`src/include/lbc_pkg.sv`:
```
// Package of constants for the local bus control and chip-select block
package lbc_pkg;
   localparam int unsigned ADDR_W        = 20;
   localparam logic [19:0] UPPER_RST_START = 20'h0_FFC00;
   localparam logic [19:0] UPPER_RST_END   = 20'h0_FFFFF;
   localparam logic [1:0]  STRAP_SAMPLE    = 2'h2;
   localparam logic [7:0]  NUM_ERR_TYPE  = 8'h10;
   localparam int unsigned MID_COUNT     = 4;
   localparam int unsigned PER_COUNT     = 5;

   typedef enum logic [1:0] {
      LBC_KIND_MEM_RD,
      LBC_KIND_MEM_WR,
      LBC_KIND_IO_RD,
      LBC_KIND_IO_WR
   } lbc_kind_type;
endpackage

```
`src/hdl/lbc_sync.sv`:
```
// Two-flop synchroniser for asynchronous inputs
`timescale 1ns/1ns
`default_nettype none
module lbc_sync
#(
   parameter int unsigned WIDTH = 1
)
(
   // Clock and reset
   input  wire logic             ref_clk_i,
   input  wire logic             rst_n_i,
   // Data
   input  wire logic [WIDTH-1:0] async_i,
   output logic      [WIDTH-1:0] sync_o
);
   logic [WIDTH-1:0] meta_reg;

   always_ff @(posedge ref_clk_i or negedge rst_n_i)
   begin
      if (!rst_n_i)
      begin
         meta_reg <= '0;
         sync_o   <= '0;
      end
      else
      begin
         meta_reg <= async_i;
         sync_o   <= meta_reg;
      end
   end
endmodule
`default_nettype wire

```
`src/hdl/lbc_top.sv`:
```
// Local bus control: strobes, ready termination, hold hand-over, chip selects
// Contract
// Write strobe asserted while write data is presented on the bus.
// Asynchronous ready is synchronised before use.
// Bus cycle ends only on a ready input, unless ready is ignored.
// Synchronous ready is sampled as a level that ends the cycle.
// Transceiver enable active only while data transfers.
// Direction output shows whether the device sends or receives.
// No hold grant while lock is active.
// During reset lock pin is a weakly high input, not driven low.
// Hold released only at an unlocked instruction boundary.
// With hold granted, data bus and controls are floated.
// Upper select active for memory or I/O within the upper range.
// Upper range resets to 0FFC00H through 0FFFFFH, memory only.
// Lower select only for memory within range; inactive until programmed.
// Upper and lower select levels during reset choose emulation float mode.
// Mid-range selects active for memory within the enabled block; code holds all four inactive in numerics mode.
// Coprocessor request input noted; coprocessor select on coprocessor access.
// Coprocessor error at numerics start raises interrupt type 16.
// Peripheral selects active for memory or I/O within peripheral range.
// Selects five and six may instead carry latched address bits 1 and 2.
// During hold, strobe, enable, direction and lock outputs float.
// Hold request and asynchronous ready pass a synchroniser first.
`timescale 1ns/1ns
`default_nettype none
module lbc_top
   import lbc_pkg::*;
(
   // Clock and reset
   input  wire logic              ref_clk_i,
   input  wire logic              rst_n_i,
   // Core cycle request
   input  wire logic              cyc_req_i,
   input  wire lbc_kind_type      cyc_kind_i,
   input  wire logic [19:0]       cyc_addr_i,
   input  wire logic              cyc_locked_i,
   input  wire logic              cyc_coproc_i,
   input  wire logic              insn_boundary_i,
   input  wire logic              numerics_start_i,
   output logic                   cyc_done_o,
   output logic                   numerics_irq_o,
   output logic [7:0]             numerics_irq_type_o,
   // Chip-select programming
   input  wire logic [19:0]       upper_start_i,
   input  wire logic              upper_prog_i,
   input  wire logic [19:0]       lower_end_i,
   input  wire logic              lower_prog_i,
   input  wire logic [19:0]       mcs_base_i,
   input  wire logic [19:0]       mcs_size_i,
   input  wire logic              mcs_en_i,
   input  wire logic [19:0]       pcs_base_i,
   input  wire logic [19:0]       pcs_size_i,
   input  wire logic              pcs_en_i,
   input  wire logic              pcs_addr_mode_i,
   input  wire logic              ignore_ready_i,
   input  wire logic              numerics_mode_i,
   // Bus pins
   input  wire logic              async_ready_in_i,
   input  wire logic              sync_ready_in_i,
   input  wire logic              hold_req_i,
   input  wire logic              coproc_transfer_request_i,
   input  wire logic              coproc_error_n_i,
   input  wire logic              upper_select_n_i,
   input  wire logic              lower_select_n_i,
   output logic                   write_strobe_n_o,
   output logic                   write_strobe_n_oe_o,
   output logic                   transceiver_enable_n_o,
   output logic                   transceiver_enable_n_oe_o,
   output logic                   buffer_direction_o,
   output logic                   buffer_direction_oe_o,
   output logic                   lock_n_o,
   output logic                   lock_n_oe_o,
   output logic                   data_oe_o,
   output logic                   hold_grant_o,
   output logic                   upper_select_n_o,
   output logic                   lower_select_n_o,
   output logic [MID_COUNT-1:0]   midrange_select_n_o,
   output logic [PER_COUNT-1:0]   periph_select_n_o,
   output logic                   periph_select5_or_addr1_o,
   output logic                   periph_select6_or_addr2_o,
   output logic                   coproc_select_n_o,
   output logic                   coproc_pending_o,
   output logic                   emulation_float_mode_o
);
   typedef enum logic [1:0] {
      LBC_IDLE,
      LBC_DATA,
      LBC_HOLD
   } lbc_state_type;

   lbc_state_type state_reg;
   lbc_state_type state_next;
   logic [6:0]    sync_q;
   logic          async_rdy_s;
   logic          sync_rdy_s;
   logic          hold_s;
   logic          creq_s, cerr_s, strap_up_s, strap_lo_s;
   logic          ready_w;
   logic          is_mem;
   logic          act;
   logic [19:0]   blk;
   logic [19:0]   addr_reg;
   lbc_kind_type  kind_reg;
   logic          locked_reg;
   logic [1:0]    strap_cnt_reg;
   logic [19:0]   upper_start_reg;
   logic          upper_io_reg;
   logic [19:0]   lower_end_reg;
   logic          lower_valid_reg;

   function automatic logic in_block(input logic [19:0] a, input logic [19:0] base,
                                     input logic [19:0] size);
      logic [20:0] top;
      top = {1'b0, base} + {1'b0, size};
      in_block = ({1'b0, a} >= {1'b0, base}) && ({1'b0, a} < top);
   endfunction

   // Pins pass two flops; low-active pins enter inverted so a reset flop reads idle
   lbc_sync #(.WIDTH(7)) u_sync
   (
      .ref_clk_i (ref_clk_i),
      .rst_n_i   (rst_n_i),
      .async_i   ({async_ready_in_i, sync_ready_in_i, hold_req_i, coproc_transfer_request_i,
                   !coproc_error_n_i, !upper_select_n_i, !lower_select_n_i}),
      .sync_o    (sync_q)
   );

   assign async_rdy_s = sync_q[6];
   assign sync_rdy_s  = sync_q[5];
   assign hold_s      = sync_q[4];
   assign creq_s      = sync_q[3];
   assign cerr_s      = sync_q[2];
   assign strap_up_s  = sync_q[1];
   assign strap_lo_s  = sync_q[0];
   assign ready_w     = async_rdy_s || sync_rdy_s || ignore_ready_i;
   assign is_mem      = (kind_reg == LBC_KIND_MEM_RD) || (kind_reg == LBC_KIND_MEM_WR);
   assign act         = state_reg == LBC_DATA && !(ready_w);
   assign blk         = mcs_size_i >> 2;

   always_comb
   begin
      state_next = state_reg;
      case (state_reg)
         LBC_IDLE:
         begin
            if (hold_s && insn_boundary_i && !cyc_locked_i && !cyc_req_i)
            begin
               state_next = LBC_HOLD;
            end
            else if (cyc_req_i)
            begin
               state_next = LBC_DATA;
            end
         end
         LBC_DATA:
         begin
            if (ready_w)
            begin
               state_next = LBC_IDLE;
            end
         end
         LBC_HOLD:
         begin
            if (!hold_s)
            begin
               state_next = LBC_IDLE;
            end
         end
         default:
         begin
            state_next = LBC_IDLE;
         end
      endcase
   end

   always_ff @(posedge ref_clk_i or negedge rst_n_i)
   begin
      if (!rst_n_i)
      begin
         state_reg <= LBC_IDLE;
      end
      else
      begin
         state_reg <= state_next;
      end
   end

   // Cycle capture
   always_ff @(posedge ref_clk_i or negedge rst_n_i)
   begin
      if (!rst_n_i)
      begin
         addr_reg   <= '0;
         kind_reg   <= LBC_KIND_MEM_RD;
         locked_reg <= 1'b0;
      end
      else if (state_reg == LBC_IDLE && state_next == LBC_DATA)
      begin
         addr_reg   <= cyc_addr_i;
         kind_reg   <= cyc_kind_i;
         locked_reg <= cyc_locked_i;
      end
   end

   // Chip-select range programming, reset defaults
   always_ff @(posedge ref_clk_i or negedge rst_n_i)
   begin
      if (!rst_n_i)
      begin
         upper_start_reg <= UPPER_RST_START;
         upper_io_reg    <= 1'b0;
         lower_end_reg   <= '0;
         lower_valid_reg <= 1'b0;
      end
      else
      begin
         if (upper_prog_i)
         begin
            upper_start_reg <= upper_start_i;
            upper_io_reg    <= 1'b1;
         end
         if (lower_prog_i)
         begin
            lower_end_reg   <= lower_end_i;
            lower_valid_reg <= 1'b1;
         end
      end
   end

   // Emulation float strap read emulation_float_mode the synchronisers show the pins after release
   always_ff @(posedge ref_clk_i or negedge rst_n_i)
   begin
      if (!rst_n_i)
      begin
         strap_cnt_reg          <= 2'h0;
         emulation_float_mode_o <= 1'b0;
      end
      else if (strap_cnt_reg <= STRAP_SAMPLE)
      begin
         strap_cnt_reg <= strap_cnt_reg + 2'h1;
         if (strap_cnt_reg == STRAP_SAMPLE)
         begin
            emulation_float_mode_o <= strap_up_s && strap_lo_s;
         end
      end
   end

   // Bus control strobes and enables
   always_ff @(posedge ref_clk_i or negedge rst_n_i)
   begin
      if (!rst_n_i)
      begin
         write_strobe_n_o          <= 1'b1;
         write_strobe_n_oe_o       <= 1'b0;
         transceiver_enable_n_o    <= 1'b1;
         transceiver_enable_n_oe_o <= 1'b0;
         buffer_direction_o        <= 1'b0;
         buffer_direction_oe_o     <= 1'b0;
         lock_n_o                  <= 1'b1;
         lock_n_oe_o               <= 1'b0;
         data_oe_o                 <= 1'b0;
         hold_grant_o              <= 1'b0;
         cyc_done_o                <= 1'b0;
      end
      else
      begin
         write_strobe_n_o          <= !(state_next == LBC_DATA && is_wr_next(state_reg));
         transceiver_enable_n_o    <= !(state_next == LBC_DATA);
         buffer_direction_o        <= (state_next == LBC_DATA) && is_wr_next(state_reg);
         lock_n_o                  <= !(state_next == LBC_DATA && lock_next(state_reg));
         write_strobe_n_oe_o       <= state_next != LBC_HOLD;
         transceiver_enable_n_oe_o <= state_next != LBC_HOLD;
         buffer_direction_oe_o     <= state_next != LBC_HOLD;
         lock_n_oe_o               <= state_next != LBC_HOLD;
         data_oe_o                 <= (state_next == LBC_DATA) && is_wr_next(state_reg);
         hold_grant_o              <= state_next == LBC_HOLD;
         cyc_done_o                <= state_reg == LBC_DATA && ready_w;
      end
   end

   function automatic logic is_wr_next(input lbc_state_type s);
      lbc_kind_type k;
      k = (s == LBC_IDLE) ? cyc_kind_i : kind_reg;
      is_wr_next = (k == LBC_KIND_MEM_WR) || (k == LBC_KIND_IO_WR);
   endfunction

   function automatic logic lock_next(input lbc_state_type s);
      lock_next = (s == LBC_IDLE) ? cyc_locked_i : locked_reg;
   endfunction

   // Chip-select decode during an active cycle
   always_ff @(posedge ref_clk_i or negedge rst_n_i)
   begin
      if (!rst_n_i)
      begin
         upper_select_n_o          <= 1'b1;
         lower_select_n_o          <= 1'b1;
         midrange_select_n_o       <= '1;
         periph_select_n_o         <= '1;
         periph_select5_or_addr1_o <= 1'b1;
         periph_select6_or_addr2_o <= 1'b1;
         coproc_select_n_o         <= 1'b1;
      end
      else
      begin
         upper_select_n_o <= !(act && addr_reg >= upper_start_reg
                               && (is_mem || upper_io_reg));
         lower_select_n_o <= !(act && is_mem && lower_valid_reg
                               && addr_reg <= lower_end_reg);
         for (int i = 0; i < MID_COUNT; i++)
         begin
            midrange_select_n_o[i] <= !(act && is_mem && mcs_en_i && !numerics_mode_i
               && in_block(addr_reg, mcs_base_i + blk * 20'(i), blk));
         end
         for (int j = 0; j < PER_COUNT; j++)
         begin
            periph_select_n_o[j] <= !(act && pcs_en_i
               && in_block(addr_reg, pcs_base_i + pcs_size_i * 20'(j), pcs_size_i));
         end
         if (pcs_addr_mode_i)
         begin
            if (act)
            begin
               periph_select5_or_addr1_o <= addr_reg[1];
               periph_select6_or_addr2_o <= addr_reg[2];
            end
         end
         else
         begin
            periph_select5_or_addr1_o <= !(act && pcs_en_i
               && in_block(addr_reg, pcs_base_i + pcs_size_i * 20'd5, pcs_size_i));
            periph_select6_or_addr2_o <= !(act && pcs_en_i
               && in_block(addr_reg, pcs_base_i + pcs_size_i * 20'd6, pcs_size_i));
         end
         coproc_select_n_o <= !(act && numerics_mode_i && cyc_coproc_i);
      end
   end

   // Numerics handshake: request flag and error interrupt
   always_ff @(posedge ref_clk_i or negedge rst_n_i)
   begin
      if (!rst_n_i)
      begin
         coproc_pending_o    <= 1'b0;
         numerics_irq_o      <= 1'b0;
         numerics_irq_type_o <= '0;
      end
      else
      begin
         coproc_pending_o    <= numerics_mode_i && creq_s;
         numerics_irq_o      <= numerics_mode_i && numerics_start_i && cerr_s;
         numerics_irq_type_o <= NUM_ERR_TYPE;
      end
   end
endmodule
`default_nettype wire

```
`config.mk`:
```
export PLATFORM = sky130hd
export DESIGN_NAME = lbc_top
export DESIGN_NICKNAME = d
export VERILOG_FILES = /design/src/include/lbc_pkg.sv /design/src/hdl/lbc_sync.sv /design/src/hdl/lbc_top.sv
export SDC_FILE = /design/constraint.sdc
export NUM_CORES = 1
export LEC_CHECK = 0
export BUFFER_PORTS_ARGS = -buffer_cell sky130_fd_sc_hd__clkbuf_2
export CORE_ASPECT_RATIO = 0.9
export CORE_MARGIN = 3
export CORE_UTILIZATION = 40
export DETAILED_ROUTE_END_ITERATION = 12
export PLACE_DENSITY = 0.56
export SETUP_SLACK_MARGIN = 0.15
export SKIP_CTS_REPAIR_TIMING = 1
export SYNTH_ARGS = -nofsm -noshare
export SYNTH_HDL_FRONTEND = slang
export SYNTH_SLANG_ARGS = --single-unit
```
`constraint.sdc`:
```
create_clock -name ref_clk_i -period 4.9 [get_ports ref_clk_i]
set_input_delay 0.98 -clock ref_clk_i [delete_from_list [all_inputs] [get_ports ref_clk_i]]
set_output_delay 0.98 -clock ref_clk_i [all_outputs]
set_load 0.01 [all_outputs]
```
Word level (Yosys, flattened, before mapping)
Index checks and enable logic that the tools add are counted.
- memories kept: 0
- output and inout bits: 36
- memory bits (read-only): 0
- register bits: 108
- latch bits: 0
- logic and storage cells: 176
- bits of input ports: 163
- memory bits (writable): 0
- shift operators: 0
- divide/modulo/power cells: 0
- $mul: 4
- $add $sub $neg: 21
- reductions and logical operators: 76
- bitwise gates (word level): 0
- mux-type cells: 11
- magnitude comparators: 25
- equality and inequality tests: 10
- operators by type and width (operator ; number):
    >= comparator 20 bit ; 12
    < comparator 20 x 21 -> 1 bit ; 11
    adder 20 x 20 -> 21 bit ; 7
    adder 20 bit ; 7
    adder 20 x 18 -> 21 bit ; 4
    logical AND 1 bit ; 44
    zero test 1 bit ; 24
    adder 20 x 18 -> 20 bit ; 1
    adder 20 x 19 -> 20 bit ; 1
    less-or-equal comparator 20 bit ; 1
    multiplier 18 x 2 -> 20 bit, second input constant ; 1
    multiplier 20 x 2 -> 19 bit, second input constant ; 1
    multiplier 20 x 2 -> 20 bit, second input constant ; 1
    multiplier 20 x 3 -> 20 bit, second input constant ; 1
    2-to-1 mux 2 bit ; 5
    equality test 2 x 1 -> 1 bit, second input constant ; 4
    equality test 2 bit, second input constant ; 4
    one-hot mux 2 bit (3 select lines) ; 1
    logical OR 1 bit ; 5
    2-to-1 mux 1 bit ; 5
    zero test 2 bit ; 2
    adder 2 x 1 -> 2 bit, second input constant ; 1
    less-or-equal comparator 2 bit, second input constant ; 1
    != test 2 x 1 -> 1 bit, second input constant ; 1
    other kinds (2) ; 2

Longest topological paths before layout
- depth after elaboration: 9
- gate-level depth with buffers: 30
- gate-level depth less buffers: 30

Cells and area by module
From an unflattened synthesis, not the netlist that was laid out.
- cells, all modules: 3607
- area total of the unflattened synthesis: 29682.2 um^2
- by module, submodules not included (module ; cells an instance ; times used ; area each (um^2) ; seq. area each (um^2)):
    lbc_top ; 3593 ; 1 ; 29331.9 ; 2386.0
    lbc_sync ; 14 ; 1 ; 350.3 ; 350.3

Worst setup path after synthesis
No wires, ideal clock.
- path kind: input -> register
- from: in pcs_size_i[1]
- to: reg periph_select5_or_addr1_o
- buffers on the path: 0
- required time: 4.814 ns
- stages on the path: 22
- library setup time: 0.086 ns
- arrival time: 5.951 ns
- path slack: -1.137 ns
- cell sequence: ha_1 -> fa_1 -> ha_1 -> a21o_1 -> a2111oi_0 -> nor2_1 -> nor2_1 -> xnor2_1 -> ha_1 -> a21o_1 -> or3_1 -> o211ai_1 -> a31oi_1 -> a21o_1 -> a21oi_1 -> xor2_1 -> ha_1 -> a2111o_1 -> a211oi_1 -> o21ai_0 -> a311oi_1 -> a31oi_1
- word-level cells in the longest chain between the ends: 8
- elaborated cells on any way between the ends: 9
- classes of those cells: 2 x add/sub; 1 x mul; 2 x order compare; 1 x mux; 3 x reduce/logical
- RTL lines (element ; RTL line ; source):
    from (decl) ; lbc_top.sv:52 ; input wire logic [19:0] pcs_size_i,
    multiplier 20 x 3 -> 20 bit ; lbc_top.sv:331 ; && in_block(addr_reg, pcs_base_i + pcs_size_i * 20'd5, pcs_size_i));
    adder 20 bit ; lbc_top.sv:331 ;
    adder 20 x 20 -> 21 bit ; lbc_top.sv:114 ; top = {1'b0, base} + {1'b0, size};
    < comparator 20 x 21 -> 1 bit ; lbc_top.sv:115 ; in_block = ({1'b0, a} >= {1'b0, base}) && ({1'b0, a} < top);
    logical AND 1 bit (*) ; lbc_top.sv:115 ;
    logical AND 1 bit (*) ; lbc_top.sv:331 ;
    zero test 1 bit (*) ; lbc_top.sv:330 ; periph_select5_or_addr1_o <= !(act && pcs_en_i
    2-to-1 mux 1 bit (*) ; lbc_top.sv:320 ; if (pcs_addr_mode_i)
    to (signal assigned) ; lbc_top.sv:324 ; periph_select5_or_addr1_o <= addr_reg[1];
    to (signal assigned) ; lbc_top.sv:330 ;
    to (decl) ; lbc_top.sv:79 ; output logic periph_select5_or_addr1_o,
Every way passes the cells marked *; elsewhere a longest branch is shown, timed or not.
A chain may end at the register's enable or synchronous reset.

Final worst setup path
- from: in pcs_size_i[3]
- to: reg periph_select5_or_addr1_o
The elaborated chain is that of the path after synthesis.

==> out/results.tsv <==
stage	metric	value	unit
clock_tree	cts_tree	done	
placed_design	gp_congestion	0.936	
global_routing	first_global_vias	31200	
logic_synthesis	yosysWarnings	0	
clock_tree	cts_buffer_depth	2	
worst_setup_path	cp-start-kind	input port	
status	violations	setup timing	
pwr	total_leakage_power	21.7	nW
global_routing	grt_busiest_layer	met2	
drt	num_vias	31100	
drt	wire_per_inst	17.6	um
placed_design	dp_hpwl	86.7	mm
pwr	p_int	8.74	mW
global_routing	antenna_found_initial	0	
logic_synthesis	yosysMostFrequentCell	ha_1	
drt	drc	0	
logic_synthesis	yosysTopAreaCell	ha_1	
global_routing	grt_pass1_wl	158	mm
logic_synthesis	synth.top_cells.by_count	ha_1, inv_1, a21oi_1	
timing	hold_viol_final	0	
logic_synthesis	synth-edff-count	0	
timing	period_minus_slack	5.93	ns
final_layout	drive_above_1_share	31.0	%
timing	slew_headroom	29.6	%
placed_design	postPlaceCellArea	39400	um2
status	outcome	finished, violations left	
timing	fin_skew	0.0149	ns
timing	setup_ws	-1.03	ns
clock_tree	insertion_delay	0.37	ns
clock_tree	htreeDepth	3	
drt	ant_nets	0	
timing	setup_viol	9	
floorplanning	die_h	267	um
drt	drt-pass1-iter-count	5	
floorplanning	die_w	296	um
clock_tree	cts_inserted_buffers	9	
global_routing	grt_max_degree	47	
worst_setup_path	crit_path_max_incr_delay	0.52	ns
pwr	combPwrFrac	88.2	%
logic_synthesis	ys.flop_type	dfrtp_1	
timing	worstMarginPinSlew	1.06	ns
logic_synthesis	syn_inst	3706	
worst_setup_path	arrival	6.22	ns
global_routing	gr-usage-met2	46.3	%
worst_setup_path	worstSetupEndpointType	register	
floorplanning	die_area	78800	um2
pwr	total_power	16.6	mW
pwr	vdd_drop_max	0.208	mV
pwr	clkPwrFrac	4.8	%
timing	rsz0062_at_grt	yes	
final_layout	final_nets	5858	
logic_synthesis	syn_area	30200	um2
worst_setup_path	cp_common_cell	a21o_1	
final_layout	area.growth.synth_to_final	37.6	%
worst_setup_path	reg2regPathDepth	11	
pwr	switching_share	47.2	%
pwr	p_per_area	399	nW/um2
final_layout	finish.instance_area	41500	um2
floorplanning	ios	199	
worst_setup_path	critPathBufInv	1	
global_routing	grt_usage	25.2	%
worst_setup_path	crit_type	in2reg	
global_routing	grt-ovfl-total	0	
global_routing	grt.met1_usage	31.3	%
floorplanning	rows	94	
worst_setup_path	crit_path_top_delay_cell	fa_1	
worst_setup_path	worstPathMaxFanout	4	
timing	holdWs	0.348	ns
timing	slew_violations	0	
clock_tree	cts_sinks	108	
placed_design	dp_slack	-1.56	ns
floorplanning	start_util	40.8	%
placed_design	io_buffer_count	189	
floorplanning	core-area	73900	um2
timing	finalCritPeriodShare	121	%
min_path	min-delay-path-class	reg2reg	
logic_synthesis	ys_types	77	
worst_setup_path	path_delay_family	compound AO/OA/AOI/OAI gates	
logic_synthesis	async_flop_share	100	%
pwr	p_seq_share	7.0	%
worst_setup_path	crit_chain	buf_6 -> ha_4 -> fa_1 -> ha_4 -> a21o_1 -> a2111oi_4 -> nor2_1 -> nor2_2 -> xnor2_2 -> ha_1 -> a21o_1 -> or3_4 -> o211ai_1 -> a31oi_2 -> a21o_1 -> a21oi_2 -> xor2_1 -> ha_1 -> a2111o_1 -> a211oi_2 -> o21ai_1 -> a311oi_1 -> a31oi_1	
worst_setup_path	path_depth	23	
pwr	p_switching	7.81	mW
drt	drt-initial-drc-count	1303	
clock_tree	cts_root_buf	clkbuf_16	
final_layout	post-route-util	56.2	%
clock_tree	clk_pin_slew_worst_paths	0.08	ns
logic_synthesis	ys_seq_area_share	9.07	%
min_path	hold_depth	0	
drt	finalWirelength	102	mm
drt	viasPerCell	5.36	
logic_synthesis	synth.ff_latch_count	108	
flow_run	maxCapViolCount	0	
logic_synthesis	synth_area_leaders	ha_1, dfrtp_1, xnor2_1	
logic_synthesis	synth_top_cell_area_share	32.5	%
worst_setup_path	required	5.19	ns
global_routing	grt_use_met3	1.91	%
logic_synthesis	synth.avg_cell_area	8.14	um2
timing	achievable-frequency	0.169	GHz
-- cells in the final DEF (no fill, tap or decap), types with 43 or more instances in the layout --
cell / instances
nor2b_1: 60
nand2_1: 198
ha_1: 738
o21a_1: 70
clkbuf_2: 174
xnor2_1: 164
a21oi_2: 43
a21o_1: 170
xor2_1: 151
nor2_1: 186
inv_1: 391
buf_4: 940
o21ai_0: 190
dfrtp_1: 81
nor3_1: 64
nand2b_1: 62
nand3_1: 74
a21oi_1: 249
fa_1: 58
o211ai_1: 43
-- path summary, 6_finish.rpt --
kind	start	to	slack [ns]
min in group asynchronous	rst_n_i	numerics_irq_type_o[4]	0.61
min reg2reg	u_sync.meta_reg[2]	u_sync.sync_o[2]	0.35
max	pcs_size_i[3]	periph_select5_or_addr1_o	-1.03
min	u_sync.meta_reg[2]	u_sync.sync_o[2]	0.35
max in group asynchronous	rst_n_i	periph_select_n_o[4]	3.38
max reg2reg	addr_reg[0]	periph_select_n_o[2]	1.28
-- final cells by class --
type | count | area, um2
antenna | 2 | 5.00
clock buffer | 9 | 225
clock inverter | 7 | 103
fill | 7002 | 32400
inverter | 396 | 1490
multi-input combinational | 3181 | 27400
sequential | 108 | 2740
tap | 960 | 1200
timing repair buffer | 1148 | 8320
-- power by group through the flow --
stage                     clock network, mW  logic (mW)  registers, mW
after floorplan                           0        8.45           1.19
after global placement                    0        13.5           1.17
after detailed placement                  0        13.7           1.18
after CTS                             0.826        13.8           1.16
after global routing                  0.861        16.4           1.17
final                                 0.801        14.6           1.16
-- cell families after synthesis --
family | share of synthesized area [%]
buf+inv | 5.40
other cells | 0.0249
simple gates | 14.3
fa+ha+maj | 37.0
mux | 0.896
flops | 9.07
xor+xnor | 9.58
compound gates | 23.8
-- per-layer routing --
| layer | share of wire [%] | up-vias |
|---|---|---|
| met5 | 0 | - |
| met4 | 3.4 | 0 |
| met3 | 2.7 | 129 |
| met2 | 50 | 436 |
| met1 | 44 | 14800 |
| li1 | - | 15800 |
-- through the flow --
| step | instances | setup TNS [ns] |
|---|---|---|
| after global placement | 5744 | -11.58 |
| after detailed placement | 5744 | -11.98 |
| after CTS | 5760 | -7.88 |
| final | 5811 | -5.41 |
| after global routing | 5809 | -7.90 |
| after floorplan | 3712 | -3.24 |
Note: power is estimated with default switching activity, not from simulation.
